## config.mk

```make
export PLATFORM = sky130hd
export DESIGN_NAME = spi_transfer_format_queue
export DESIGN_NICKNAME = d
export VERILOG_FILES = /design/src/common/spi_xfer_pkg.sv /design/src/verilog/spi_rate_divider.sv /design/src/verilog/spi_transfer_format_queue.sv
export SDC_FILE = /design/constraint.sdc
export NUM_CORES = 1
export LEC_CHECK = 0
export BUFFER_PORTS_ARGS = -buffer_cell sky130_fd_sc_hd__buf_4
export CAP_MARGIN = 5
export CORE_ASPECT_RATIO = 1.25
export CORE_MARGIN = 2
export CORE_UTILIZATION = 35
export CTS_BUF_LIST = sky130_fd_sc_hd__clkbuf_4 sky130_fd_sc_hd__clkbuf_8
export CTS_CLUSTER_DIAMETER = 60
export DETAILED_ROUTE_END_ITERATION = 8
export SYNTH_ARGS = -nofsm -noshare
export SYNTH_HDL_FRONTEND = slang
export SYNTH_SLANG_ARGS = --single-unit
```

## constraint.sdc

```tcl
create_clock -name clk -period 2.7 [get_ports clk]
set_input_delay 0.54 -clock clk [delete_from_list [all_inputs] [get_ports clk]]
set_output_delay 0.54 -clock clk [all_outputs]
set_load 0.01 [all_outputs]
```

## src/common/spi_xfer_pkg.sv

```systemverilog
// shared constants and types for the serial transfer-format block
`default_nettype none
package spi_xfer_pkg;
  // ----------------------------------------------------------------------
  // widths and timing
  // ----------------------------------------------------------------------
  localparam int DATA_W = 8;
  localparam int CLK_PERIOD_NS = 50;
  localparam logic [3:0] LAST_HALF = 4'hF;
  localparam logic [6:0] HALF_DIV_TWO = 7'h01;
  localparam logic [6:0] HALF_DIV_EIGHT = 7'h04;
  localparam logic [6:0] HALF_DIV_THIRTY_TWO = 7'h10;
  localparam logic [6:0] HALF_DIV_ONE_TWENTY_EIGHT = 7'h40;
  // ----------------------------------------------------------------------
  // rate_select encodings
  // ----------------------------------------------------------------------
  localparam logic [1:0] RATE_DIV_TWO = 2'h0;
  localparam logic [1:0] RATE_DIV_EIGHT = 2'h1;
  localparam logic [1:0] RATE_DIV_THIRTY_TWO = 2'h2;
  localparam logic [1:0] RATE_DIV_ONE_TWENTY_EIGHT = 2'h3;
  // ----------------------------------------------------------------------
  // pin synchroniser slots
  // ----------------------------------------------------------------------
  localparam int PIN_COUNT = 4;
  localparam int PIN_SCLK = 0;
  localparam int PIN_SEL = 1;
  localparam int PIN_MOSI = 2;
  localparam int PIN_MISO = 3;
  localparam logic [3:0] SYNC_RESET = 4'hF;
  // ----------------------------------------------------------------------
  // reset values
  // ----------------------------------------------------------------------
  localparam logic TX_EMPTY_RESET = 1'b1;
  localparam logic RX_FULL_RESET = 1'b0;
  localparam logic [7:0] DATA_RESET = 8'h00;
  localparam logic [3:0] HALF_RESET = 4'h0;
  localparam logic [6:0] COUNT_RESET = 7'h00;

  typedef enum logic {IDLE, RUN} xfer_state_t;

  function automatic logic [6:0] half_bit_cycles(input logic [1:0] rate);
    logic [6:0] r;
    r = HALF_DIV_TWO;
    if (rate == RATE_DIV_EIGHT) begin
      r = HALF_DIV_EIGHT;
    end else if (rate == RATE_DIV_THIRTY_TWO) begin
      r = HALF_DIV_THIRTY_TWO;
    end else if (rate == RATE_DIV_ONE_TWENTY_EIGHT) begin
      r = HALF_DIV_ONE_TWENTY_EIGHT;
    end
    return r;
  endfunction : half_bit_cycles
endpackage : spi_xfer_pkg
`default_nettype wire

```

## src/verilog/spi_rate_divider.sv

```systemverilog
// free-running half-bit tick generator for the master serial clock
`default_nettype none
module spi_rate_divider
  import spi_xfer_pkg::*;
(
  // clock and reset
  input wire logic clk,
  input wire logic rst,
  input wire logic clkEn,
  // control
  input wire logic run,
  input wire logic [1:0] rateSelect,
  // tick out
  output logic halfTick
);
  logic [6:0] count;
  logic [6:0] next_count;
  logic next_halfTick;

  // ----------------------------------------------------------------------
  // divider
  // ----------------------------------------------------------------------
  // gated free-run
  // runs regardless of transfers so start latency floats up to a half-bit time
  always_comb begin
    next_count = count;
    next_halfTick = 1'b0;
    if (!run) begin
      next_count = COUNT_RESET;
    end else if (count + 7'h01 >= half_bit_cycles(rateSelect)) begin
      next_count = COUNT_RESET;
      next_halfTick = 1'b1;
    end else begin
      next_count = count + 7'h01;
    end
  end

  always_ff @(posedge clk) begin
    if (rst) begin
      count <= COUNT_RESET;
      halfTick <= 1'b0;
    end else if (clkEn) begin
      count <= next_count;
      halfTick <= next_halfTick;
    end
  end
endmodule : spi_rate_divider
`default_nettype wire

```

## src/verilog/spi_transfer_format_queue.sv

```systemverilog
// serial transfer engine with clock format control and transmit queue
`default_nettype none
module spi_transfer_format_queue
  import spi_xfer_pkg::*;
(
  // clock and reset
  input wire logic clk,
  input wire logic rst,
  input wire logic clkEn,
  // configuration
  input wire logic spiEnable,
  input wire logic masterSelect,
  input wire logic clockPolarity,
  input wire logic clockPhase,
  input wire logic [1:0] rateSelect,
  // software access
  input wire logic dataWrite,
  input wire logic [7:0] writeData,
  input wire logic statusRead,
  input wire logic dataRead,
  output logic [7:0] readData,
  output logic txEmptyFlag,
  output logic rxFullFlag,
  // serial clock pin
  input wire logic serialClockIn,
  output logic serialClockOut,
  output logic serialClockOe_n,
  // data pins
  input wire logic mosiIn,
  output logic mosiOut,
  output logic mosiOe_n,
  input wire logic misoIn,
  output logic misoOut,
  output logic misoOe_n,
  // slave select pin
  input wire logic slaveSelect_n
);
  // ----------------------------------------------------------------------
  // pin synchronisers
  // ----------------------------------------------------------------------
  logic [PIN_COUNT-1:0] pinRaw;
  logic [PIN_COUNT-1:0] syncA;
  logic [PIN_COUNT-1:0] syncB;
  logic [PIN_COUNT-1:0] syncC;

  assign pinRaw[PIN_SCLK] = serialClockIn;
  assign pinRaw[PIN_SEL] = slaveSelect_n;
  assign pinRaw[PIN_MOSI] = mosiIn;
  assign pinRaw[PIN_MISO] = misoIn;

  genvar g;
  generate
    for (g = 0; g < PIN_COUNT; g++) begin : gSync
      always_ff @(posedge clk) begin
        if (rst) begin
          syncA[g] <= SYNC_RESET[g];
          syncB[g] <= SYNC_RESET[g];
          syncC[g] <= SYNC_RESET[g];
        end else if (clkEn) begin
          syncA[g] <= pinRaw[g];
          syncB[g] <= syncA[g];
          syncC[g] <= syncB[g];
        end
      end
    end
  endgenerate

  // ----------------------------------------------------------------------
  // rate divider
  // ----------------------------------------------------------------------
  logic divTick;
  logic rateRun;

  assign rateRun = spiEnable && masterSelect;

  spi_rate_divider uDivider (
    .clk(clk),
    .rst(rst),
    .clkEn(clkEn),
    .run(rateRun),
    .rateSelect(rateSelect),
    .halfTick(divTick)
  );

  // ----------------------------------------------------------------------
  // transfer engine
  // ----------------------------------------------------------------------
  xfer_state_t state, next_state;
  logic [3:0] halfIdx, next_halfIdx;
  logic [7:0] shiftReg, next_shiftReg;
  logic [7:0] txBuf, next_txBuf;
  logic [7:0] next_readData;
  logic txFull, next_txFull;
  logic active, next_active;
  logic sampleBit, next_sampleBit;
  logic rxFull, next_rxFull;
  logic clearArm, next_clearArm;
  // master miso lags its own clock by the two pin stages
  logic [1:0] lateSample, next_lateSample;
  logic [7:0] rxShift, next_rxShift;
  logic [2:0] rxBits, next_rxBits;
  logic slaveSel, slaveOff, selFall, sclkEdge, sclkLead, pinIn;
  logic tick, sampleTick, loadShift, doneXfer, inBit;

  assign slaveSel = !syncB[PIN_SEL];
  assign slaveOff = !masterSelect && !slaveSel;
  assign selFall = syncC[PIN_SEL] && !syncB[PIN_SEL];
  assign sclkEdge = syncB[PIN_SCLK] != syncC[PIN_SCLK];
  assign sclkLead = sclkEdge && (syncB[PIN_SCLK] != clockPolarity);
  assign pinIn = masterSelect ? syncB[PIN_MISO] : syncB[PIN_MOSI];
  assign tick = (state == RUN) && spiEnable &&
                (masterSelect ? divTick : (sclkEdge && slaveSel));
  assign sampleTick = tick && (halfIdx[0] == clockPhase);
  assign inBit = sampleTick ? pinIn : sampleBit;
  assign doneXfer = tick && (halfIdx == LAST_HALF);
  assign loadShift = spiEnable && txFull && (state == IDLE);

  always_comb begin
    next_state = state;
    next_halfIdx = halfIdx;
    next_shiftReg = shiftReg;
    next_active = active;
    next_sampleBit = sampleBit;
    next_txBuf = txBuf;
    next_txFull = txFull;
    next_readData = readData;
    next_rxFull = rxFull;
    next_clearArm = clearArm;
    next_rxShift = rxShift;
    next_rxBits = rxBits;
    next_lateSample = {lateSample[0], sampleTick && masterSelect};
    if (dataWrite) begin
      next_txBuf = writeData;
      next_txFull = 1'b1;
    end else if (loadShift) begin
      next_txFull = 1'b0;
    end
    if (statusRead && rxFull) begin
      next_clearArm = 1'b1;
    end
    if (dataRead && clearArm) begin
      next_rxFull = 1'b0;
      next_clearArm = 1'b0;
    end
    if (!spiEnable) begin
      next_state = IDLE;
      next_halfIdx = HALF_RESET;
      next_active = 1'b0;
      next_lateSample = 2'h0;
      next_rxBits = 3'h0;
    end else begin
      case (state)
        IDLE: begin
          next_halfIdx = HALF_RESET;
          next_active = 1'b0;
          // buffer moves on the next cycle
          if (loadShift) begin
            next_shiftReg = txBuf;
          end
          if (masterSelect) begin
            if (loadShift) begin
              next_state = RUN;
            end
          end else if (slaveSel) begin
            if (!clockPhase && selFall) begin
              next_state = RUN;
            end else if (clockPhase && sclkLead) begin
              next_state = RUN;
              next_halfIdx = 4'h1;
            end
          end
        end
        RUN: begin
          if (slaveOff) begin
            next_state = IDLE;
          end else if (tick) begin
            // every tick is one serial clock edge
            next_active = !active;
            next_halfIdx = halfIdx + 4'h1;
            if (sampleTick) begin
              next_sampleBit = pinIn;
            end
            if ((!sampleTick && !(clockPhase && halfIdx == HALF_RESET)) ||
                doneXfer) begin
              next_shiftReg = {shiftReg[6:0], inBit};
            end
            if (doneXfer) begin
              next_state = IDLE;
              if (!masterSelect) begin
                next_readData = {shiftReg[6:0], inBit};
                next_rxFull = 1'b1;
                next_clearArm = 1'b0;
              end
            end
          end
        end
        default: next_state = IDLE;
      endcase
    end
    // master capture lands two cycles after its clock edge
    if (spiEnable && masterSelect && lateSample[1]) begin
      next_rxShift = {rxShift[6:0], pinIn};
      next_rxBits = rxBits + 3'h1;
      if (rxBits == 3'h7) begin
        next_readData = {rxShift[6:0], pinIn};
        next_rxFull = 1'b1;
        next_clearArm = 1'b0;
      end
    end
  end

  always_ff @(posedge clk) begin
    if (rst) begin
      state <= IDLE;
      halfIdx <= HALF_RESET;
      shiftReg <= DATA_RESET;
      txBuf <= DATA_RESET;
      readData <= DATA_RESET;
      txFull <= !TX_EMPTY_RESET;
      active <= 1'b0;
      sampleBit <= 1'b0;
      rxFull <= RX_FULL_RESET;
      clearArm <= 1'b0;
      lateSample <= 2'h0;
      rxShift <= DATA_RESET;
      rxBits <= 3'h0;
    end else if (clkEn) begin
      state <= next_state;
      halfIdx <= next_halfIdx;
      shiftReg <= next_shiftReg;
      txBuf <= next_txBuf;
      readData <= next_readData;
      txFull <= next_txFull;
      active <= next_active;
      sampleBit <= next_sampleBit;
      rxFull <= next_rxFull;
      clearArm <= next_clearArm;
      lateSample <= next_lateSample;
      rxShift <= next_rxShift;
      rxBits <= next_rxBits;
    end
  end

  // ----------------------------------------------------------------------
  // flags and pins
  // ----------------------------------------------------------------------
  assign txEmptyFlag = !txFull;
  assign rxFullFlag = rxFull;
  // edges land on bus clock; pad timing places them mid low phase
  assign serialClockOut = clockPolarity ^ active;
  assign serialClockOe_n = !rateRun;
  assign mosiOut = shiftReg[7];
  assign mosiOe_n = !rateRun;
  assign misoOut = shiftReg[7];
  assign misoOe_n = !(spiEnable && !masterSelect && slaveSel);
endmodule : spi_transfer_format_queue
`default_nettype wire
```

# Yosys cells after proc, flatten, opt, wreduce, memory -nomap -nowiden
# Index checks and enable logic that the tools add are counted.
# word_totals
reg_bits	64
inputBits	24
out_inout_bits	16
elab_cells	157
# op_classes
add_sub_neg	3
magnitude_cmp	1
n_eq_ne	15
n_mux	70
bitwise	3
reduce_logical	40
# ops
operator	count
8-bit two-way mux	12
1-bit two-way mux	42
7-bit two-way mux	6
1-bit logical AND	21
8-bit case mux with 2 select lines	1
4-bit two-way mux	3
1-bit zero test	9
4-bit case mux with 2 select lines	1
2-bit AND reduction	4
7-bit by 1-bit adder with 7-bit output (second input constant)	1
7-bit >= comparator	1
3-bit two-way mux	2
2-bit by 1-bit != test with 1-bit output (second input constant)	3
6-bit AND reduction	1
5-bit AND reduction	1
4-bit by 1-bit adder with 4-bit output (second input constant)	1
2-bit equality test (second input constant)	2
4-bit equality test (second input constant)	1
4-bit zero test	1
2-bit != test (second input constant)	2
1-bit case mux with 2 select lines	2
3-bit by 1-bit adder with 3-bit output (second input constant)	1
3-bit equality test (second input constant)	1
3-bit by 2-bit != test with 1-bit output (second input constant)	1
10 further kinds	12

# Depth between registers and ports, before layout
# Gate-level depths: netlist of the first run.
# depth
ltp_word	14
depth_mapped	10

# Cells and area by module
# From an unflattened synthesis of the first run, not the netlist that was laid out.
# hier_totals
hier_cells	387
area_unflattened_um2	3218.1
# by_module_without_submodules
mod	n_inst	cells_each	area_each_um2	seq_area_each_um2
spi_transfer_format_queue	1	316	2628.8	1121.1
spi_rate_divider	1	71	589.3	160.2

# Least setup slack after synthesis of the first run
# OpenSTA, ideal clock, no wires.
# synth_timing
path_type	register -> register
from	register uDivider.count[0]
to	register uDivider.halfTick
setup_ns	0.128
arrival_ns	2.151
setup_slack_ns	0.421
path_stages_with_launch	10
period_less_slack_ns	2.279
cell_sequence	dfxtp_1 ha_1 and3_1 xor2_1 ha_1 a211oi_1 o31ai_1 nor4b_2 o32a_1 nor2_1
# synth_between
elab_chain_cells	4
# synth_rtl
item	line	source
start: declaration	spi_rate_divider.sv:16	logic [6:0] count;
start signal: assignment	spi_rate_divider.sv:43	count <= next_count;
7-bit by 1-bit adder with 7-bit output	spi_rate_divider.sv:30	end else if (count + 7'h01 >= half_bit_cycles(rateSelect)) begin
7-bit >= comparator	spi_rate_divider.sv:30	
1-bit two-way mux	spi_rate_divider.sv:30	
1-bit two-way mux	spi_rate_divider.sv:28	if (!run) begin
end signal: assignment	spi_rate_divider.sv:44	halfTick <= next_halfTick;
end: declaration	spi_rate_divider.sv:14	output logic halfTick
# Every way passes these cells.
# A chain may end at the register's enable or synchronous reset.

# Worst setup path in the final report of the first run
# Ends and elaborated chain as after synthesis.

==> impl_summary.log, run 1 <==
[metrics] total negative setup slack: 0 ns
[metrics] maximum clock path buffer count: 2
[metrics] nature of the critical path endpoint: flop
[metrics] share of post-route cells with drive strength above 1: between 10% and 20%
[metrics] biggest area contributors in the synthesized netlist: sky130_fd_sc_hd__dfxtp_1 (41%), sky130_fd_sc_hd__nand2_1 (7.5%), sky130_fd_sc_hd__a21oi_1 (7.3%), sky130_fd_sc_hd__ha_1 (3.6%), sky130_fd_sc_hd__nand3_1 (3.4%)
[metrics] switching share of power: 23.7%
[metrics] Power Dens Cells: 527 mW/mm^2
[metrics] pre-CTS worst setup slack: 0.0200 ns
[metrics] net count after synthesis: a little over 400
[metrics] count of warnings emitted by yosys: 0
[metrics] detailed-routed wire length on met3: 301 microns
[metrics] Final HPWL DP: roughly 5400 microns
[metrics] P_int: 0.00147 W
[metrics] most numerous cell in the Yosys netlist: sky130_fd_sc_hd__dfxtp_1
[metrics] die area: 0.00965 sq mm
[metrics] storage element area: 0.00128 sq mm
[metrics] initial cell density of the core: 35.9%
[metrics] area share of the leading cell type in the synthesized netlist: about 41%
[metrics] delay of the slowest critical-path stage: 0.35 ns
[metrics] number of clock buffers inserted by TritonCTS: 9
[metrics] first-pass GRT wire length: 12,700 microns
[metrics] height of the die: 109 microns
[metrics] vias in the first global route: 2,615
[metrics] most common library cells after synthesis: sky130_fd_sc_hd__dfxtp_1 (64), sky130_fd_sc_hd__nand2_1 (62), sky130_fd_sc_hd__a21oi_1 (45), sky130_fd_sc_hd__nand3_1 (21), sky130_fd_sc_hd__nor2_1 (19)
[metrics] horizontal extent of the die: ~90 microns
[metrics] highest routed metal layer: met4
[metrics] total power consumption of the routed design: 0.00193 W
[metrics] largest net degree at the start of global routing: 41
[metrics] part of the total power dissipated in sequential elements: 50.4%
[metrics] Setup WS post-layout: a little under 0.2 ns
[metrics] net count reported at finish: 438
[metrics] reported net switching power: about 0.00046 W
[metrics] clock network power share: 42.0%
[metrics] critical path start-end classification: reg2reg
[metrics] Post-Synthesis Cell Area: 0.00311 sq mm
[metrics] outcome: finished clean
[metrics] synthesized netlist cell count: 371
[metrics] total wirelength of the detailed-routed design: 7640 microns
[metrics] wire length on met2: 3770 microns
[metrics] Final Wtd Congestion: ~0.86
[metrics] count of flip-flops with a built-in enable after synthesis: 0
[metrics] mean instance size in the synthesized netlist: around 8.4 sq um
[metrics] Routed Antenna Nets: 0
[metrics] TritonCTS clock tree: yes
[metrics] row count: 38
[metrics] total of fill cells in the finished design: 920
[metrics] setup repair after global routing missed its margin: no
[metrics] final worst path period need: 2.51 ns
[metrics] IO Pins: 40
[metrics] # H-tree levels: 3
[metrics] clk sinks: 64
[metrics] final-report hold violation count: 0
[metrics] part of the total power dissipated in combinational logic: 7.7%
[metrics] dominant register cell in the synthesized netlist: sky130_fd_sc_hd__dfxtp_1
[metrics] CP arrival: 2.74 ns
[metrics] critical path required time: 2.93 ns
[metrics] Yosys cell types: 56
[metrics] total of endpoints with negative setup slack in the final report: 0
[metrics] sort of element at the start of the critical path: flop
[metrics] Antenna Cells: 0
[metrics] portion of the post-synthesis area used by sequential elements: 41.3%
[metrics] detailed-routing wirelength on met1: between 3000 and 4000 microns
[metrics] register bit count reported by yosys: between 60 and 70
[metrics] post-synthesis to final-layout area growth: 18.1%
[metrics] portion of the clock cycle consumed by the worst path in the final layout: 92.9%
[metrics] number of max-cap violations: 0
[metrics] global route total overflow: 0
[metrics] remaining design rule violation count: 0
[metrics] core box area: 0.00865 sq mm
[metrics] first-pass detailed-route iteration total: 5
[metrics] area leader, netlist: sky130_fd_sc_hd__dfxtp_1
[metrics] type of the tightest min-delay check: in2reg
[metrics] total track usage: 16.8%
[metrics] port bufs: 39
[metrics] post-detailed-route via-to-cell ratio: 5.20
[metrics] total number of vias: roughly 2,800
[metrics] async set-or-reset flop fraction in the synthesized netlist: 0%
[metrics] highest clock frequency the design can meet: approximately 400 MHz
[metrics] post-detailed-route wirelength per cell: approximately 14 microns
[metrics] fin. max-slew vios: 0
[metrics] number of buffers added to fix hold violations after cts: 0
[metrics] Clock Skews: ~0.0045 ns
[metrics] Crit-path slowest cell: sky130_fd_sc_hd__dfxtp_2
[metrics] Tightest Pin Transition: 0.632 ns
[metrics] biggest fanout along the worst timing path: 6
[metrics] worst-path cell chain: ha_1, and3_1, xor2_2, ha_1, a211oi_1, o31ai_1, nor4b_4, buf_4, o32a_1, nor2_1
[metrics] clock latency reported for the late side of the worst-skew pair: 0.33 ns
[metrics] antenna violations before repair: 0
[metrics] Most Frequent Cell on Critical Path: sky130_fd_sc_hd__ha_1
[metrics] Clock Pin Slew Worst Setup and Hold Paths: 0.07 ns
[metrics] Max VDD drop: 234 uV
[metrics] leakage power figure: between 1 and 1.5 nW
[metrics] root cell of the clock tree: sky130_fd_sc_hd__clkbuf_8
[metrics] combined area of the multi-input logic cells: 0.00169 sq mm
[metrics] max_slew headroom: between 50% and 60%
[metrics] number of DRC markers in iteration 0: between 100 and 150
## worst max-delay path, delay by kind of cell (launching register included)
kind	cells	cell delay, ns
flip-flops	1	0.35
AO/OA/AOI/OAI	3	0.55
adder cells (fa/ha/maj)	2	0.56
XOR/XNOR	1	0.16
AND/OR/NAND/NOR	3	0.61
buffers and inverters	1	0.17
## state kept, by name, summed over array words and instances, names as in the netlist
signal and flops:
uDivider.halfTick 1, clearArm 1, txBuf 8, syncC 2
rxFullFlag 1, rxBits 3, txFull 1, rxShift 7
syncB 4, lateSample 2, state 1, syncA 4
readData 8, active 1, sampleBit 1, uDivider.count 7
halfIdx 4, shiftReg 8
## cells in the final DEF, fill, tap and decap left out, types with 10 or more instances in the layout
cell                       synthesis  final
sky130_fd_sc_hd__dfxtp_1          64     63
sky130_fd_sc_hd__mux2i_1          10     10
sky130_fd_sc_hd__nor2_1           19     19
sky130_fd_sc_hd__a22oi_1          10     10
sky130_fd_sc_hd__a21oi_1          45     45
sky130_fd_sc_hd__clkbuf_8          1     10
sky130_fd_sc_hd__nand2_1          62     62
sky130_fd_sc_hd__nand3_1          21     21
sky130_fd_sc_hd__o21ai_0          12     12
sky130_fd_sc_hd__buf_4             5     44
## metrics by stage
stage          util (%)  area, sq um  hold WS, ns  std cells
5_1_grt            42.4         3670        0.403        529
6_report           42.4         3670        0.423        529
3_3_place_gp       39.8         3440        0.447        512
4_1_cts            42.1         3640        0.406        527
2_1_floorplan         -         3110        0.434        371
3_5_place_dp       39.8         3440        0.451        512
## path summary, 6_finish.rpt
path	from	to	slack (ns)	cells past startpoint
worst max-delay path	uDivider.count[0]	uDivider.halfTick	0.19	10
worst min-delay path	slaveSelect_n	syncA[1]	0.42	3
worst max register to register	uDivider.count[0]	uDivider.halfTick	0.19	10
worst min register to register	uDivider.count[6]	uDivider.count[6]	0.46	2
## logic make-up (layout without fill, tap and decap cells)
group | Yosys count | in the layout | share of synthesized area, %
flip-flops | 64 | 64 | 41.3
AO/OA/AOI/OAI | 109 | 109 | 22.4
AND/OR/NAND/NOR | 145 | 145 | 22.7
XOR/XNOR | 5 | 5 | 1.41
adder cells (fa/ha/maj) | 9 | 9 | 3.63
buffers and inverters | 28 | 66 | 4.96
multiplexers | 11 | 11 | 3.59
## area by class of cell
type                    count  area share (%)
clock buffers              11            3.96
clock inverters             4            1.23
inverters                   7           0.717
multi-input cells         279            46.0
flip-flops and latches     64            35.0
well taps                 120            4.10
repair buffers             44            9.01
## power by group through the flow
stage          Sequential (W)  Combinational (W)  Clock (W)
2_1_floorplan        0.000989          0.0000921          0
3_3_place_gp         0.000993           0.000142          0
3_5_place_dp         0.000993           0.000145          0
4_1_cts              0.000972           0.000147   0.000836
5_1_grt              0.000973           0.000164   0.000885
6_report             0.000972           0.000148   0.000810
## per-layer routing
| metal | global-route usage [%] | up-vias |
|---|---|---|
| li1 | - | 1404 |
| met1 | 21.1 | 1290 |
| met2 | 28.0 | 52 |
| met3 | 4.35 | 6 |
| met4 | 5.74 | 0 |
| met5 | 0 | - |
## what timing repair did
action / in CTS / in global routing
gates resized for setup: 1 / 2
pin swaps: 0 / 1
gates cloned: 0 / 0
setup buffers: 0 / 2
setup endpoints to repair: 1 / 5
Power figures use the tool's default switching activity.
==> run 2, diff against run 1 <==
- PLACE_DENSITY_LB_ADDON: default -> 0.1
==> run 2 against run 1 <==
Highest routed layer unchanged; global-route usage up 0.73 points; first-iteration DRC count is 11% lower; combinational power about the same; via count decreased by 1.3%.
==> impl_summary.log, run 2 (synthesis gave the netlist of run 1 again) <==
[metrics] outcome: finished clean
[metrics] Tightest Pin Transition: 0.592 ns (-0.0405 ns)
[metrics] clk sinks: 64 (unchanged)
[metrics] row count: 38 (unchanged)
[metrics] top library cells by usage in the layout, fill and taps aside: sky130_fd_sc_hd__dfxtp_1 (63), sky130_fd_sc_hd__nand2_1 (62), sky130_fd_sc_hd__a21oi_1 (45), sky130_fd_sc_hd__buf_4 (44), sky130_fd_sc_hd__nand3_1 (21)
[metrics] clock latency reported for the late side of the worst-skew pair: 0.34 ns (about the same)
[metrics] total of endpoints with negative setup slack in the final report: 0 (unchanged)
[metrics] nature of the critical path endpoint: flop
[metrics] antenna violations before repair: 0 (unchanged)
[metrics] TritonCTS clock tree: yes
[metrics] Clock Skews: 0.00804 ns (+0.00357 ns)
[metrics] highest clock frequency the design can meet: 403 MHz (+1.1%)
[metrics] dominant delay contributor by cell family on the critical path: simple AND/OR/NAND/NOR gates
[metrics] Antenna Cells: 0 (unchanged)
[metrics] remaining design rule violation count: 0 (unchanged)
[metrics] share of post-route cells with drive strength above 1: 18.1% (+0.29 points)
[metrics] Max VDD drop: 225 uV (-3.6%)
[metrics] post-synthesis to final-layout area growth: 18.5%
[metrics] die area: 0.00965 sq mm (unchanged)
[metrics] type of the tightest min-delay check: in2reg
[metrics] post-detailed-route via-to-cell ratio: 5.15 (-1.1%)
[metrics] top flop regs: readData x8, shiftReg x8, txBuf x8
[metrics] Bufs and invs on worst path: 1 (unchanged)
[metrics] post-detailed-route wirelength per cell: 14.8 microns (+2.2%)
[metrics] critical path start-end classification: reg2reg
[metrics] final worst path period need: 2.48 ns (-0.0285 ns)
[metrics] port bufs: 39 (unchanged)
[metrics] Most Frequent Cell on Critical Path: sky130_fd_sc_hd__o21ai_0
[metrics] combined area of the multi-input logic cells: 0.00170 sq mm (+0.52%)
[metrics] worst-path cell chain: ha_1, and3_1, xor2_2, ha_4, a211oi_2, o31ai_1, nor4b_2, buf_4, o21ai_0, o21ai_0
[metrics] Routed Antenna Nets: 0 (unchanged)
[metrics] total of fill cells in the finished design: 918 (-0.22%)
[metrics] final-report hold violation count: 0 (unchanged)
[metrics] Final Wtd Congestion: 0.859 (-0.58%)
[metrics] total track usage: 17.6% (+0.73 points)
[metrics] portion of the clock cycle consumed by the worst path in the final layout: 91.8% (-1.1 points)
[metrics] largest net degree at the start of global routing: 40 (-2.4%)
[metrics] setup repair after global routing missed its margin: no
[metrics] Final HPWL DP: 5620 microns (+4.4%)
[metrics] height of the die: 109 microns (unchanged)
[metrics] IO Pins: 40 (unchanged)
[metrics] number of clock buffers inserted by TritonCTS: 9 (unchanged)
[metrics] total number of vias: 2,717 (-1.3%)
[metrics] maximum clock path buffer count: 2 (unchanged)
[metrics] biggest fanout along the worst timing path: 6 (unchanged)
[metrics] total wirelength of the detailed-routed design: 7800 microns (+2.0%)
[metrics] leakage power figure: 1.40 nW (-0.95%)
[metrics] # H-tree levels: 3 (unchanged)
[metrics] Power Dens Cells: 527 mW/mm^2 (+0.14%)
[metrics] commonest non-fill, non-tap cell in the layout: sky130_fd_sc_hd__dfxtp_1
[metrics] number of buffers added to fix hold violations after cts: 0 (unchanged)
[metrics] initial cell density of the core: 35.9% (unchanged)
[metrics] total negative setup slack: 0 ns (unchanged)
[metrics] fin. max-slew vios: 0 (unchanged)
[metrics] Clock Pin Slew Worst Setup and Hold Paths: 0.07 ns (about the same)
[metrics] critical path required time: 2.97 ns (+0.04 ns)
[metrics] number of max-cap violations: 0 (unchanged)
[metrics] Crit-path slowest cell: sky130_fd_sc_hd__nor4b_2
[metrics] net count reported at finish: 438 (unchanged)
[metrics] storage element area: 0.00128 sq mm (unchanged)
[metrics] sort of element at the start of the critical path: flop
[metrics] max_slew headroom: 60.4% (+2.5 points)
[metrics] first-pass detailed-route iteration total: 4 (-1)
[metrics] vias in the first global route: 2,652 (+1.4%)
[metrics] first-pass GRT wire length: 13,000 microns (+2.0%)
[metrics] root cell of the clock tree: sky130_fd_sc_hd__clkbuf_8
[metrics] core box area: 0.00865 sq mm (unchanged)
[metrics] number of cells in the finished layout apart from fillers: 528 (-0.19%)
[metrics] delay of the slowest critical-path stage: 0.38 ns (+0.03 ns)
[metrics] number of DRC markers in iteration 0: 112 (-11%)
[metrics] Post-Place Cells: 514 (+0.39%)
[metrics] horizontal extent of the die: 88.3 microns (unchanged)
[metrics] CP arrival: 2.74 ns (about the same)
[metrics] global route total overflow: 0 (unchanged)
run 2: timing repair:
| action | 4_1_cts | 5_1_grt |
|---|---|---|
| resized for setup | 0 | 5 |
| setup buffers | 0 | 0 |
| setup endpoints to repair | 0 | 5 |
run 2: layout make-up:
cell class,count,share of cell area [%]
tap,120,4.08
clock inverter,3,1.16
inverter,7,0.714
sequential,64,34.9
clock buffer,11,4.12
multi-input combinational,279,46.1
timing repair buffer,44,8.98
run 2: per-stage QoR:
stage | worst slack (ns) | instance area (sq um) | hold WS, ns | total power [W] | util, %
floorplan | 0.421 | 3110 | 0.434 | 0.00108 | -
global placement | 0.239 | 3460 | 0.451 | 0.00114 | 40.0
detailed placement | 0.188 | 3460 | 0.461 | 0.00114 | 40.0
CTS | 0.146 | 3650 | 0.394 | 0.00197 | 42.2
global route | 0.00475 | 3680 | 0.421 | 0.00203 | 42.5
finish | 0.221 | 3680 | 0.409 | 0.00194 | 42.5
run 2: worst min-delay path, delay by kind of cell:
| family | cells | cell delay (ns) |
|---|---|---|
| buf+inv | 1 | 0.08 |
| simple gates | 1 | 0.06 |
| mux | 1 | 0.05 |
run 2: power by group:
part	internal [W]	switching [W]
Sequential	0.000960	0.0000130
Clock	0.000465	0.000355
Combinational	0.0000613	0.0000863
run 2: final timing paths:
path                startpoint                 to  slack (ns)  cells after the start
min reg2reg  uDivider.count[6]  uDivider.count[6]        0.47                      2
max          uDivider.count[0]  uDivider.count[1]        0.22                     10
max reg2reg  uDivider.count[0]  uDivider.count[1]        0.22                     10
min              serialClockIn           syncA[0]        0.41                      3
run 2: metal layers:
metal	GRT usage (%)	vias up	share of wire [%]
li1	-	1404	-
met1	21.1	1253	45
met2	29.3	45	50
met3	3.15	15	2.6
met4	9.96	0	2.6
met5	0	-	0
==> run 3, diff against run 2 <==
- CORE_MARGIN: 2 -> default
- CTS_BUF_LIST: sky130_fd_sc_hd__clkbuf_4 sky130_fd_sc_hd__clkbuf_8 -> default
==> run 3 against run 2 <==
Worst setup slack got worse by 0.0084 ns; critical endpoint is now uDivider.count[0]; highest routed layer unchanged; critical path type unchanged; die area decreased by 4.1%; sequential share of layout area increased by 0.44 points.
==> impl_summary.log, run 3 (synthesis gave the netlist of run 1 again) <==
[metrics] outcome: finished clean
[metrics] max_slew headroom: 56.2% (-4.2 points)
[metrics] first-pass detailed-route iteration total: 4 (unchanged)
[metrics] initial cell density of the core: 35.9% (unchanged)
[metrics] total of endpoints with negative setup slack in the final report: 0 (unchanged)
[metrics] critical path required time: 2.98 ns (about the same)
[metrics] post-synthesis to final-layout area growth: 17.0%
[metrics] biggest fanout along the worst timing path: 6 (unchanged)
[metrics] port bufs: 39 (unchanged)
[metrics] root cell of the clock tree: sky130_fd_sc_hd__clkbuf_8
[metrics] Routed Antenna Nets: 0 (unchanged)
[metrics] Antenna Cells: 0 (unchanged)
[metrics] final worst path period need: 2.49 ns (+0.00838 ns)
[metrics] share of post-route cells with drive strength above 1: 17.4% (-0.69 points)
[metrics] post-detailed-route via-to-cell ratio: 5.20 (+1.1%)
[metrics] R2R setup slack: 0.21 ns (about the same)
[metrics] total of fill cells in the finished design: 912 (-0.65%)
[metrics] cell area reported after detailed placement: 0.00346 sq mm (unchanged)
[metrics] portion of the clock cycle consumed by the worst path in the final layout: 92.1% (+0.31 points)
[metrics] Final Hold Slack: 0.398 ns (-0.0115 ns)
[metrics] number of max-cap violations: 0 (unchanged)
[metrics] worst r2r path cells: 10 (unchanged)
[metrics] Tightest Pin Transition: 0.654 ns (+0.0625 ns)
[metrics] Clock Pin Slew Worst Setup and Hold Paths: 0.07 ns (about the same)
[metrics] reg-to-reg critical path endpoint: uDivider.count[0]
[metrics] final-report hold violation count: 0 (unchanged)
[metrics] # H-tree levels: 3 (unchanged)
[metrics] Final Util: 42.0% (-0.54 points)
[metrics] Power Dens Cells: 506 mW/mm^2 (-4.0%)
[metrics] Reg2Reg Launch Point: uDivider.count[0]
[metrics] largest net degree at the start of global routing: 36 (-10%)
[metrics] net count reported at finish: 438 (unchanged)
[metrics] IO Pins: 40 (unchanged)
[metrics] top flop regs: readData x8, shiftReg x8, txBuf x8
[metrics] Clock Skews: 0.00482 ns (-0.00323 ns)
[metrics] total power consumption of the routed design: 0.00184 W (-5.2%)
[metrics] Max VDD drop: 239 uV (+6.3%)
[metrics] CP arrival: 2.77 ns (+0.03 ns)
[metrics] total track usage: 18.1% (+0.55 points)
[metrics] core box area: 0.00865 sq mm (unchanged)
[metrics] number of clock buffers inserted by TritonCTS: 9 (unchanged)
[metrics] capturing instance or port of the critical path: uDivider.count[0]
[metrics] TritonCTS clock tree: yes
[metrics] sort of element at the start of the critical path: flop
[metrics] highest clock frequency the design can meet: 402 MHz (-0.34%)
[metrics] type of the tightest min-delay check: in2reg
[metrics] total number of vias: 2,743 (+0.96%)
[metrics] worst setup path startpoint: uDivider.count[0]
[metrics] die area: 0.00926 sq mm (-4.1%)
[metrics] setup repair after global routing missed its margin: yes
[metrics] top library cells by usage in the layout, fill and taps aside: sky130_fd_sc_hd__dfxtp_1 (63), sky130_fd_sc_hd__nand2_1 (62), sky130_fd_sc_hd__a21oi_1 (45), sky130_fd_sc_hd__buf_4 (44), sky130_fd_sc_hd__nand3_1 (21)
[metrics] Hold Path Origin: slaveSelect_n
[metrics] clock latency reported for the late side of the worst-skew pair: 0.35 ns (about the same)
[metrics] remaining design rule violation count: 0 (unchanged)
[metrics] commonest non-fill, non-tap cell in the layout: sky130_fd_sc_hd__dfxtp_1
[metrics] number of DRC markers in iteration 0: 152 (+36%)
[metrics] total wirelength of the detailed-routed design: 7760 microns (-0.53%)
[metrics] vias in the first global route: 2,596 (-2.1%)
[metrics] Design Area, Final: 0.00363 sq mm (-1.3%)
[metrics] nature of the critical path endpoint: flop
[metrics] storage element area: 0.00128 sq mm (unchanged)
[metrics] row count: 38 (unchanged)
[metrics] critical path start-end classification: reg2reg
[metrics] horizontal extent of the die: 86.3 microns (-2.3%)
[metrics] post-detailed-route wirelength per cell: 14.7 microns (-0.34%)
[metrics] maximum clock path buffer count: 2 (unchanged)
[metrics] clk sinks: 64 (unchanged)
[metrics] global route total overflow: 0 (unchanged)
[metrics] Final HPWL DP: 5480 microns (-2.5%)
[metrics] fin. max-slew vios: 0 (unchanged)
[metrics] antenna violations before repair: 0 (unchanged)
[metrics] Final Wtd Congestion: 0.859 (about the same)
[metrics] height of the die: 107 microns (-1.8%)
[metrics] leakage power figure: 1.38 nW (-0.97%)
[metrics] first-pass GRT wire length: 12,600 microns (-2.3%)
[metrics] combined area of the multi-input logic cells: 0.00168 sq mm (-0.74%)
-- run 3: layer usage --
| metal | routed length, microns | GRT usage [%] |
|---|---|---|
| met4 | 191 | 10.1 |
| met1 | 3550 | 21.0 |
| met3 | 218 | 3.83 |
| met5 | 0 | 0 |
| met2 | 3790 | 30.8 |
-- run 3: layout make-up --
type,count,share of cell area (%)
clock inverters,1,0.138
repair buffers,44,9.09
flip-flops and latches,64,35.3
inverters,7,0.723
well taps,120,4.13
clock buffers,12,4.27
multi-input cells,279,46.3
-- run 3: where the power goes --
| part | switching [W] | internal (W) | total, W |
|---|---|---|---|
| Clock | 0.000354 | 0.000367 | 0.000720 |
| Sequential | 0.0000122 | 0.000960 | 0.000972 |
| Combinational | 0.0000863 | 0.0000606 | 0.000147 |
-- run 3: worst max-delay path, stage by stage, from the launching register on --
cell and delay (ns):
sky130_fd_sc_hd__dfxtp_2 0.35, sky130_fd_sc_hd__ha_1 0.22, sky130_fd_sc_hd__and3_1 0.22, sky130_fd_sc_hd__xor2_2 0.16, sky130_fd_sc_hd__ha_1 0.36, sky130_fd_sc_hd__a211oi_2 0.23
sky130_fd_sc_hd__o31ai_1 0.11, sky130_fd_sc_hd__nor4b_2 0.33, sky130_fd_sc_hd__buf_4 0.19, sky130_fd_sc_hd__o21ai_0 0.11, sky130_fd_sc_hd__o21ai_1 0.15
-- run 3: stage by stage --
| step | cells | worst slack (ns) | setup TNS, ns |
|---|---|---|---|
| floorplan | 371 | 0.421 | 0 |
| global placement | 514 | 0.317 | 0 |
| detailed placement | 514 | 0.233 | 0 |
| CTS | 527 | 0.188 | 0 |
| global route | 527 | -0.0116 | -0.0116 |
| finish | 527 | 0.213 | 0 |
-- run 3: how the worst min path moves through the flow --
stage,to,depth (start not counted)
global route,syncA[0],3
finish,syncA[1],3
floorplan,rxShift[6],2
detailed placement,txBuf[5],2
CTS,syncA[1],3
global placement,txBuf[4],2
-- run 3: timing repair --
| action | in CTS | in global routing |
|---|---|---|
| hold buffers | 0 | 0 |
| setup endpoints to repair | 0 | 4 |
| resized for setup | 0 | 5 |
| setup buffers | 0 | 0 |
| endpoints found under the hold margin | 0 | 0 |
